==> config.mk <==
export PLATFORM = sky130hd
export DESIGN_NAME = ebws_top
export DESIGN_NICKNAME = d
export VERILOG_FILES = /design/src/design/ebws_pkg.sv /design/src/design/ebws_top.sv
export SDC_FILE = /design/constraint.sdc
export NUM_CORES = 1
export LEC_CHECK = 0
export BUFFER_PORTS_ARGS = -buffer_cell sky130_fd_sc_hd__buf_2
export CAP_MARGIN = 5
export CORE_MARGIN = 1.5
export CORE_UTILIZATION = 40
export CTS_BUF_LIST = sky130_fd_sc_hd__clkbuf_4 sky130_fd_sc_hd__clkbuf_8
export CTS_CLUSTER_DIAMETER = 80
export DETAILED_ROUTE_END_ITERATION = 10
export GPL_TIMING_DRIVEN = 0
export PLACE_DENSITY = 0.69
export SKIP_CTS_REPAIR_TIMING = 1
export SYNTH_ARGS = -nofsm -noshare
export SYNTH_HDL_FRONTEND = slang
export SYNTH_SLANG_ARGS = --single-unit
==> constraint.sdc <==
create_clock -name CORE_CLK -period 3.55 [get_ports CORE_CLK]
set_clock_uncertainty 0.1 [all_clocks]
set_input_delay 0.1775 -clock CORE_CLK [delete_from_list [all_inputs] [get_ports CORE_CLK]]
set_output_delay 0.1775 -clock CORE_CLK [all_outputs]
set_load 0.02 [all_outputs]
==> src/design/ebws_pkg.sv <==
package ebws_pkg;

  // =====================================================================
  // access command layout
  // =====================================================================
  localparam int unsigned WAIT_W = 3;
  localparam logic [WAIT_W-1:0] WAIT_NONE = 3'h0;
  localparam logic [WAIT_W-1:0] WAIT_LAST = 3'h1;
  localparam logic [WAIT_W-1:0] WAIT_READY_MIN = 3'h2;

  typedef struct packed {
    logic fetch;
    logic [WAIT_W-1:0] sw_waits;
  } ebws_cmd_t;

  // =====================================================================
  // reset values
  // =====================================================================
  localparam logic RST_GRANT = 1'h0;
  localparam logic RST_WAIT_N = 1'h1;
  localparam logic RST_FETCH_N = 1'h1;
  localparam logic RST_OE = 1'h0;
  localparam logic RST_DRIVE = 1'h1;
  localparam logic RST_IDLE = 1'h1;
  localparam logic RST_DONE = 1'h0;
  localparam logic RST_READY = 1'h1;

  // =====================================================================
  // sequencer states
  // =====================================================================
  typedef enum logic [2:0] {
    ST_IDLE,
    ST_ADDR,
    ST_SWWAIT,
    ST_RDYWAIT,
    ST_HOLD
  } ebws_state_t;

endpackage

==> src/design/ebws_top.sv <==
`timescale 1ns/1ps
// Functional notes
// in hold, grant high and bus floated
// two-plus waits: wait_phase_done_n low first wait
// wait_phase_done_n high at last software wait
// looped to ready, exactly one extra wait
// fetch_addr_flag_n low during instruction address cycles
// output-off low floats the three status pins
// ready low: wait a cycle, sample again
// ready checked only after two-plus waits complete
// external master holds request until finished
// finish access, grant; release one cycle later
module ebws_top (
  input wire logic CORE_CLK,
  input wire logic RESET,
  input wire logic ACC_REQ,
  input wire ebws_pkg::ebws_cmd_t ACC_CMD,
  input wire logic READY,
  input wire logic HOLD_REQ,
  input wire logic OFF_N,
  output logic HOLD_GRANT_OUT,
  output logic HOLD_GRANT_OE,
  output logic WAIT_PHASE_DONE_N,
  output logic WAIT_PHASE_DONE_OE,
  output logic FETCH_ADDR_FLAG_N,
  output logic FETCH_ADDR_FLAG_OE,
  output logic BUS_DRIVE_EN,
  output logic BUS_IDLE,
  output logic ACC_DONE
);

  // =====================================================================
  // state
  // =====================================================================
  ebws_pkg::ebws_state_t state_q;
  ebws_pkg::ebws_state_t state_d;
  logic [ebws_pkg::WAIT_W-1:0] cnt_q;
  logic [ebws_pkg::WAIT_W-1:0] cnt_d;
  logic fetch_q;
  logic fetch_d;
  logic multi_q;
  logic multi_d;
  logic ready_q;
  logic ready_d;
  logic grant_q;
  logic grant_d;
  logic wait_n_q;
  logic wait_n_d;
  logic fetch_n_q;
  logic fetch_n_d;
  logic oe_q;
  logic oe_d;
  logic drive_q;
  logic drive_d;
  logic idle_q;
  logic idle_d;
  logic done_q;
  logic done_d;

  // =====================================================================
  // pin sampling
  // =====================================================================
  // ready is registered, so a decision sees the pin one cycle late; this
  // is what makes a looped-back wait_phase_done_n cost exactly one cycle
  always_comb begin
    ready_d = READY;
    oe_d = OFF_N;
  end

  // =====================================================================
  // bus sequencer
  // =====================================================================
  always_comb begin
    state_d = state_q;
    cnt_d = cnt_q;
    fetch_d = fetch_q;
    multi_d = multi_q;
    done_d = 1'h0;
    case (state_q)
      ebws_pkg::ST_IDLE: begin
        // hold is only granted from idle, so a running access always ends first
        if (HOLD_REQ) begin
          state_d = ebws_pkg::ST_HOLD;
        end else if (ACC_REQ) begin
          state_d = ebws_pkg::ST_ADDR;
          fetch_d = ACC_CMD.fetch;
          cnt_d = ACC_CMD.sw_waits;
          multi_d = (ACC_CMD.sw_waits >= ebws_pkg::WAIT_READY_MIN);
        end
      end
      ebws_pkg::ST_ADDR: begin
        if (cnt_q == ebws_pkg::WAIT_NONE) begin
          state_d = ebws_pkg::ST_IDLE;
          done_d = 1'h1;
        end else begin
          state_d = ebws_pkg::ST_SWWAIT;
        end
      end
      ebws_pkg::ST_SWWAIT: begin
        if (cnt_q == ebws_pkg::WAIT_LAST) begin
          // ready only counts once the programmed waits are over
          if (multi_q && !ready_q) begin
            state_d = ebws_pkg::ST_RDYWAIT;
          end else begin
            state_d = ebws_pkg::ST_IDLE;
            done_d = 1'h1;
          end
        end else begin
          cnt_d = cnt_q - ebws_pkg::WAIT_LAST;
        end
      end
      ebws_pkg::ST_RDYWAIT: begin
        // stays one more cycle per low sample
        if (ready_q) begin
          state_d = ebws_pkg::ST_IDLE;
          done_d = 1'h1;
        end
      end
      ebws_pkg::ST_HOLD: begin
        // the far master keeps its request up for the whole use of the bus
        if (!HOLD_REQ) begin
          state_d = ebws_pkg::ST_IDLE;
        end
      end
      default: begin
        state_d = ebws_pkg::ST_IDLE;
      end
    endcase
  end

  // =====================================================================
  // status outputs, decoded from the next state so pins line up with it
  // =====================================================================
  always_comb begin
    grant_d = 1'h0;
    drive_d = 1'h1;
    idle_d = 1'h0;
    wait_n_d = 1'h1;
    fetch_n_d = 1'h1;
    case (state_d)
      ebws_pkg::ST_IDLE: begin
        idle_d = 1'h1;
      end
      ebws_pkg::ST_ADDR: begin
        // the fetch address stays on the bus through every wait
        fetch_n_d = !fetch_d;
      end
      ebws_pkg::ST_SWWAIT: begin
        fetch_n_d = !fetch_d;
        // low from the first wait; back high when only the last remains
        if (multi_d) begin
          wait_n_d = (cnt_d == ebws_pkg::WAIT_LAST);
        end
      end
      ebws_pkg::ST_RDYWAIT: begin
        // wait flag stays high here, so a looped-back flag frees ready at once
        fetch_n_d = !fetch_d;
      end
      ebws_pkg::ST_HOLD: begin
        grant_d = 1'h1;
        drive_d = 1'h0;
      end
      default: begin
        idle_d = 1'h1;
      end
    endcase
  end

  // =====================================================================
  // registers
  // =====================================================================
  always_ff @(posedge CORE_CLK or posedge RESET) begin
    if (RESET) begin
      ready_q <= ebws_pkg::RST_READY;
      oe_q <= ebws_pkg::RST_OE;
    end else begin
      ready_q <= ready_d;
      oe_q <= oe_d;
    end
  end

  always_ff @(posedge CORE_CLK or posedge RESET) begin
    if (RESET) begin
      state_q <= ebws_pkg::ST_IDLE;
      cnt_q <= ebws_pkg::WAIT_NONE;
      fetch_q <= 1'h0;
      multi_q <= 1'h0;
      done_q <= ebws_pkg::RST_DONE;
    end else begin
      state_q <= state_d;
      cnt_q <= cnt_d;
      fetch_q <= fetch_d;
      multi_q <= multi_d;
      done_q <= done_d;
    end
  end

  always_ff @(posedge CORE_CLK or posedge RESET) begin
    if (RESET) begin
      grant_q <= ebws_pkg::RST_GRANT;
      wait_n_q <= ebws_pkg::RST_WAIT_N;
      fetch_n_q <= ebws_pkg::RST_FETCH_N;
      drive_q <= ebws_pkg::RST_DRIVE;
      idle_q <= ebws_pkg::RST_IDLE;
    end else begin
      grant_q <= grant_d;
      wait_n_q <= wait_n_d;
      fetch_n_q <= fetch_n_d;
      drive_q <= drive_d;
      idle_q <= idle_d;
    end
  end

  // =====================================================================
  // ports
  // =====================================================================
  // one shared enable: the off pin floats all three status pins alike
  always_comb begin
    HOLD_GRANT_OUT = grant_q;
    HOLD_GRANT_OE = oe_q;
    WAIT_PHASE_DONE_N = wait_n_q;
    WAIT_PHASE_DONE_OE = oe_q;
    FETCH_ADDR_FLAG_N = fetch_n_q;
    FETCH_ADDR_FLAG_OE = oe_q;
    BUS_DRIVE_EN = drive_q;
    BUS_IDLE = idle_q;
    ACC_DONE = done_q;
  end

endmodule // ebws_top

==> impl_metrics.toml, run 1 <==
[status]
status = "finished, final reports clean"

[floorplan]
die-height_um = 48.6
start_util = 0.423
pin_count = 19
rows = 16
die_w_um = 48.6
die_area_um2 = 2360
core-area_um2 = 1960

[routing]
num_vias = 646
ant_nets = 0
dr.pass1.iters = 4
drt_iter0_drc = 15
viasPerCell = 5.01
wl_per_cell_um = 12.6
drc_errors = 0
drt-total-wl_um = 1620

[clock_network]
cts_root_buffer = "clkbuf_4"
cts.clk_slew.worst_paths_ns = 0.10
cts_buffers = 3
clock-sinks = 16
htree_levels = 1
cts_tree = "done"
cts_buffer_depth = 2
clock_latency_ns = 0.29

[worst_setup_path]
crit_cells = 7
cpLargestDelayFamily = "compound AO/OA/AOI/OAI gates"
r2r_start = "cnt_q[1]"
cp_cell_sequence = "inv_1, ha_1, or2b_4, mux2i_1, a311o_1, a211o_1, o2111ai_2"
cp_data_required_time_ns = 3.66
crit_fanout = 5
crit_start = "cnt_q[1]"
r2r_slack_ns = 1.39
critPathBufInv = 1
cpPeakStageDelay_ns = 0.40
worstSetupEndpoint = "WAIT_PHASE_DONE_N"
crit_type = "reg -> reg"
crit_arrival_ns = 2.27
r2r-end = "WAIT_PHASE_DONE_N"
r2r_cells = 7
slowest_stage = "dfrtp_1"
crit_path_start_kind = "flop"
end_kind = "flop"

[synth]
synth_cells = 76
synth_area_per_cell_um2 = 10.9
synthFlopType = "dfrtp_1"
ys_seq_area_frac = 0.489
synth-seq-cells = 16
async_reset_ff_frac = 1.00
synth_area_um2 = 831
synth_xor_area_frac = 0
synth_adder_area_share = 0.0452
ys_warn_count = 0
synth.distinct_cells = 36
synth-compound-area-share = 0.193
yosys.area_share.simple = 0.191
synth-edff-count = 0
synth_top_family_by_area = "compound AO/OA/AOI/OAI gates"
synth_nets = 89
synth_mux_area_frac = 0.0256

[sta]
drv_slew = 0
slew_headroom = 0.605
whs_ns = 0.0309
setup_violations = 0
worstMarginPinSlew_ns = 0.592
min_period_ns = 2.16
rsz0062_at_grt = "false"
fmax_ghz = 0.462
fin_crit_sh = 0.609
tns_ns = 0
hold_violations = 0

[final_layout]
final_nets = 116
final_core_util = 0.526
final_common_cell = "buf_2"
fin_area_um2 = 1030
antenna_cells = 0
layout_common_cells = "buf_2 (19), dfrtp_1 (11), a21oi_1 (6)"
drive_gt1_frac = 0.422
syn2layout_area_growth_pct = 24.1

[global_routing]
grt_max_degree = 17
grt-ovfl-total = 0
antenna_found_initial = 0
grt_usage = 0.147
grt_pass1_vias = 631
grt_pass1_wl_um = 2660

[power_and_ir_drop]
power.leakage_nw = 0.475
power_density_nw_per_um2 = 702
total_power_mw = 0.723
vdd_ir_drop_max_uv = 290

[place]
place_area_um2 = 955
port_buffers = 18
dpl.hpwl_um = 1190
gp_congestion = 0.778

[hold_path]
hold_depth = 2
hp-class = "in -> reg"

[flow_run]
max_cap_violations = 0
-- stage by stage --
stage / worst slack, ns / instances
floorplan: 1.62 / 76
global placement: 1.50 / 121
detailed placement: 1.44 / 121
CTS: 1.39 / 125
global route: 1.32 / 129
finish: 1.39 / 129
-- routing by layer --
metal | global-route usage | vias to the layer above | share of wire
li1 | - | 320 | -
met1 | 0.164 | 309 | 0.44
met2 | 0.264 | 15 | 0.52
met3 | 0.0216 | 2 | 0.034
met4 | 0.0857 | 0 | 0.0080
met5 | 0 | - | 0
-- area by class of cell --
cell class / instances / area (um2)
fillers: 181 / 931
well taps: 27 / 33.8
clock buffers: 4 / 36.3
flip-flops and latches: 16 / 407
plain buffers: 4 / 27.5
repair buffers: 22 / 130
multi-input cells: 51 / 378
inverters: 5 / 18.8
-- synth_stat cells (all sizes together) (2+ instances only) --
master,instances,area share
a21oi,6,0.036
and2b,3,0.033
buf,4,0.033
dfrtp,11,0.33
dfstp,5,0.16
ha,3,0.045
inv,5,0.023
nand2,2,0.0090
nand3,2,0.012
nor2,7,0.038
nor2b,2,0.015
nor3b,2,0.024
o21ai,7,0.047
-- cells by family (layout without fill, tap and decap cells) --
kind of cell	count (synthesis)	count (layout)
muxes	2	2
buffers and inverters	9	35
AOI/OAI and AO/OA	23	23
and+or+nand+nor	23	23
adders and majority gates	3	3
DFF	16	16
-- report_power, final --
part,internal [mW],switching (mW),total [mW]
clock network,0.0624,0.0587,0.121
registers,0.249,0.0476,0.297
logic,0.133,0.173,0.306
-- worst min path at each step --
stage / from / to
6_report: ACC_CMD[3] / fetch_q
5_1_grt: ACC_CMD[3] / fetch_q
4_1_cts: RESET / multi_q
3_5_place_dp: RESET / FETCH_ADDR_FLAG_OE
3_3_place_gp: RESET / multi_q
2_1_floorplan: RESET / ACC_DONE
-- registers in the layout, summed over array words and instances, names as in the netlist --
signal,cells
state_q,3
BUS_DRIVE_EN,1
multi_q,1
WAIT_PHASE_DONE_N,1
FETCH_ADDR_FLAG_OE,1
cnt_q,3
ready_q,1
fetch_q,1
FETCH_ADDR_FLAG_N,1
HOLD_GRANT_OUT,1
BUS_IDLE,1
ACC_DONE,1
Note: power is estimated with default switching activity, not from simulation.
==> run 2, diff against run 1 <==
==> constraint.sdc (replaced) <==
create_clock -name CORE_CLK -period 2.12 [get_ports CORE_CLK]
set_clock_uncertainty 0.1 [all_clocks]
set_input_delay 0.106 -clock CORE_CLK [delete_from_list [all_inputs] [get_ports CORE_CLK]]
set_output_delay 0.106 -clock CORE_CLK [all_outputs]
set_load 0.02 [all_outputs]
==> impl_metrics.toml, run 2 (same netlist as run 1, synthesis figures left out) <==
[final_layout]
drive_gt1_frac = 0.457
fillers = 179
layout_common_cells = "buf_2 (19), dfrtp_1 (10), a21oi_1 (6)"
final_common_cell = "buf_2"
fin_cells = 132
fin_area_um2 = 1060
largest_registers = "cnt_q (3), state_q (3)"
antenna_cells = 0
final_nets = 119
final_core_util = 0.540
syn2layout_area_growth_pct = 27.6

[routing]
drt_iter0_drc = 15
drc_errors = 0
wl_per_cell_um = 12.4
ant_nets = 0
viasPerCell = 5.05
dr.pass1.iters = 4
num_vias = 666
drt-total-wl_um = 1640

[floorplan]
start_util = 0.423
rows = 16
die_w_um = 48.6
pin_count = 19
die_area_um2 = 2360
die-height_um = 48.6
core-area_um2 = 1960

[status]
status = "finished, final reports clean"

[sta]
slew_headroom = 0.604
fin_crit_sh = 0.936
worstMarginPinSlew_ns = 0.593
postLayoutSetupSlackWorst_ns = 0.136
whs_ns = 0.0381
hold_violations = 0
tns_ns = 0
rsz0062_at_grt = "false"
min_period_ns = 1.98
drv_slew = 0
setup_violations = 0
fmax_ghz = 0.504

[global_routing]
grt_pass1_vias = 631
antenna_found_initial = 0
grt_max_degree = 17
grt-ovfl-total = 0
grt_pass1_wl_um = 2660
grt_usage = 0.147

[worst_setup_path]
cp_data_required_time_ns = 2.23
r2r-end = "WAIT_PHASE_DONE_N"
crit_path_start_kind = "flop"
crit_type = "reg -> reg"
crit_fanout = 4
crit_arrival_ns = 2.10
end_kind = "flop"
r2r_slack_ns = 0.14
r2r_cells = 7
r2r_start = "cnt_q[1]"

[clock_network]
cts_buffer_depth = 2
htree_levels = 1
cts_root_buffer = "clkbuf_4"
clock_latency_ns = 0.29
cts_buffers = 3
clock-sinks = 16
cts.clk_slew.worst_paths_ns = 0.10
cts_tree = "done"

[power_and_ir_drop]
total_power_mw = 1.25
vdd_ir_drop_max_uv = 494
power_density_nw_per_um2 = 1180
power.leakage_nw = 0.485

[place]
pre_cts_ws_ns = 0.00997
dpl.hpwl_um = 1190
port_buffers = 18
place_inst = 121
place_area_um2 = 955
gp_congestion = 0.778

[flow_run]
max_cap_violations = 0

[hold_path]
hold_end = "multi_q"
hp-class = "in -> reg"
hold_depth = 3
worstHoldStart = "ACC_CMD[1]"
==> run 2: changes by cell type in the layout (fill, tap and decap cells not counted) <==
cell / before / now
buf_4: 3 / 5
dfrtp_1: 11 / 10
dfrtp_2: 0 / 1
dlygate4sd3_1: 4 / 5
ha_1: 3 / 2
ha_2: 0 / 1
inv_1: 5 / 4
inv_2: 0 / 1
==> run 2: worst max-delay path by stage <==
stage / from / endpoint / slack [ns]
after floorplan: cnt_q[1] / WAIT_PHASE_DONE_N / 0.19
after global routing: cnt_q[1] / WAIT_PHASE_DONE_N / 0.08
final: cnt_q[1] / WAIT_PHASE_DONE_N / 0.14
after detailed placement: cnt_q[1] / WAIT_PHASE_DONE_N / 0.01
after CTS: cnt_q[1] / WAIT_PHASE_DONE_N / -0.04
after global placement: cnt_q[1] / WAIT_PHASE_DONE_N / 0.07
==> run 2: final cells by class <==
type / instances / area, um2 / share of cell area
sequential: 16 / 408 / 0.385
multi-input combinational: 51 / 380 / 0.359
timing repair buffer: 25 / 155 / 0.146
clock buffer: 4 / 36.3 / 0.0342
tap: 27 / 33.8 / 0.0319
buffer: 4 / 27.5 / 0.0260
inverter: 5 / 18.8 / 0.0177
==> run 2: metal layers <==
layer / GRT usage / up-vias / share of wire
li1: - / 329 / -
met1: 0.164 / 320 / 0.42
met2: 0.264 / 13 / 0.51
met3: 0.0216 / 4 / 0.044
met4: 0.0857 / 0 / 0.019
met5: 0 / - / 0
==> run 2: critical path, stage by stage, from the launching register on <==
cell and delay [ns]:
dfrtp_1 0.41, inv_2 0.09, ha_2 0.19, or2b_4 0.28
mux2i_1 0.12, a311o_1 0.28, a211o_1 0.26, o2111ai_2 0.17
==> run 2: power breakdown <==
part	internal, mW	total [mW]	switching (mW)
registers	0.419	0.499	0.0802
clock network	0.105	0.204	0.0997
logic	0.248	0.542	0.294
==> run 3, diff against run 2 <==
--- a/config.mk
+++ b/config.mk
@@ -6,8 +6,7 @@
 export NUM_CORES = 1
 export LEC_CHECK = 0
 export BUFFER_PORTS_ARGS = -buffer_cell sky130_fd_sc_hd__buf_2
-export CAP_MARGIN = 5
-export CORE_MARGIN = 1.5
+export CORE_MARGIN = 1
 export CORE_UTILIZATION = 40
 export CTS_BUF_LIST = sky130_fd_sc_hd__clkbuf_4 sky130_fd_sc_hd__clkbuf_8
 export CTS_CLUSTER_DIAMETER = 80
==> impl_metrics.toml, run 3 (same netlist as run 1, synthesis figures left out) <==
[global_routing]
antenna_found_initial = 0
grt_pass1_vias = 542
grt-ovfl-total = 0
grt_pass1_wl_um = 2330
grt_max_degree = 17
grt_usage = 0.154

[power_and_ir_drop]
power_frac_seq = 0.406
p_switching_mw = 0.468
total_power_mw = 1.23
pwr-share-clk = 0.162
combinationalPowerShare = 0.433
switching_share = 0.382
vdd_ir_drop_max_uv = 508
p_int_mw = 0.758
power.leakage_nw = 0.481
power_density_nw_per_um2 = 1170

[routing]
wl_per_cell_um = 12.3
dr.pass1.iters = 4
ant_nets = 0
viasPerCell = 4.93
drc_errors = 0
num_vias = 646
drt-total-wl_um = 1610
drt_iter0_drc = 14

[place]
gp_congestion = 0.798
dpl.hpwl_um = 1170
port_buffers = 18
pre_cts_ws_ns = 0.0227

[flow_run]
max_cap_violations = 0

[hold_path]
hp-class = "in -> reg"

[worst_setup_path]
cpPeakStageDelay_ns = 0.40
crit_arrival_ns = 2.11
crit_path_start_kind = "flop"
cp_cell_sequence = "inv_2, ha_2, or2b_4, mux2i_1, a311o_1, a211o_1, o2111ai_2"
crit_fanout = 4
cpLargestDelayFamily = "compound AO/OA/AOI/OAI gates"
end_kind = "flop"
slowest_stage = "dfrtp_1"
cp_data_required_time_ns = 2.23
critPathBufInv = 1
crit_type = "reg -> reg"

[floorplan]
die-height_um = 47.6
die_w_um = 47.6
die_area_um2 = 2260
start_util = 0.423
core-area_um2 = 1960
rows = 16
pin_count = 19

[clock_network]
cts_buffer_depth = 2
clock-sinks = 16
cts_buffers = 3
htree_levels = 1
cts_root_buffer = "clkbuf_4"
cts.clk_slew.worst_paths_ns = 0.09
cts_tree = "done"
clock_latency_ns = 0.29

[final_layout]
largest_registers = "cnt_q (3), state_q (3)"
fillers = 186
antenna_cells = 0
syn2layout_area_growth_pct = 26.5
final_nets = 118
seqCellArea_um2 = 407
final_common_cell = "buf_2"
multi_input_area_um2 = 380
layout_common_cells = "buf_2 (19), dfrtp_1 (11), a21oi_1 (6)"
drive_gt1_frac = 0.442

[sta]
rsz0062_at_grt = "false"
worstMarginPinSlew_ns = 0.572
hold_violations = 0
slew_headroom = 0.618
fin_crit_sh = 0.945
setup_violations = 0
fmax_ghz = 0.499
min_period_ns = 2.00
postLayoutSetupSlackWorst_ns = 0.117
drv_slew = 0

[status]
status = "finished, final reports clean"
-- run 3: worst paths after layout --
| path | start | end | slack [ns] | cells past startpoint |
|---|---|---|---|---|
| worst min-delay path | ACC_CMD[1] | multi_q | 0.04 | 3 |
| max in group asynchronous | RESET | BUS_IDLE | 1.23 | 3 |
| min in group asynchronous | RESET | multi_q | 0.31 | 3 |
| worst max register to register | cnt_q[1] | WAIT_PHASE_DONE_N | 0.12 | 7 |
| worst max-delay path | cnt_q[1] | WAIT_PHASE_DONE_N | 0.12 | 7 |
| worst min register to register | fetch_q | fetch_q | 0.39 | 1 |
-- run 3: final cells by class --
class                      count  share of cell area
tap                           27              0.0321
timing repair buffer          24               0.140
multi-input combinational     51               0.362
buffer                         4              0.0262
clock buffer                   4              0.0345
sequential                    16               0.387
inverter                       5              0.0179
-- run 3: metal layers --
metal	vias to the layer above	share of wire	global-route usage
li1	326	-	-
met1	293	0.43	0.197
met2	20	0.49	0.244
met3	7	0.041	0.0340
met4	0	0.029	0.0833
met5	-	0	0
-- run 3: power groups by stage --
stage	combinational (mW)	sequential, mW	clock, mW
after floorplan	0.354	0.528	0
after global placement	0.494	0.495	0
after detailed placement	0.507	0.500	0
after CTS	0.508	0.494	0.206
after global routing	0.597	0.512	0.219
final	0.530	0.497	0.198
-- run 3: worst min-delay path, delay by kind of cell --
family	cells	cell delay [ns]
buf+inv	1	0.11
compound gates	1	0.10
simple gates	1	0.08
-- run 3: metrics by stage --
step / hold WS (ns) / setup TNS (ns) / area, um2 / utilization / instances
detailed placement: 0.0892 / 0 / 955 / 0.487 / 121
floorplan: -0.0838 / 0 / 831 / - / 76
global placement: 0.0796 / 0 / 955 / 0.487 / 121
CTS: -0.226 / -0.00391 / 991 / 0.505 / 125
finish: 0.0434 / 0 / 1050 / 0.536 / 131
global route: 0.0563 / 0 / 1050 / 0.536 / 131
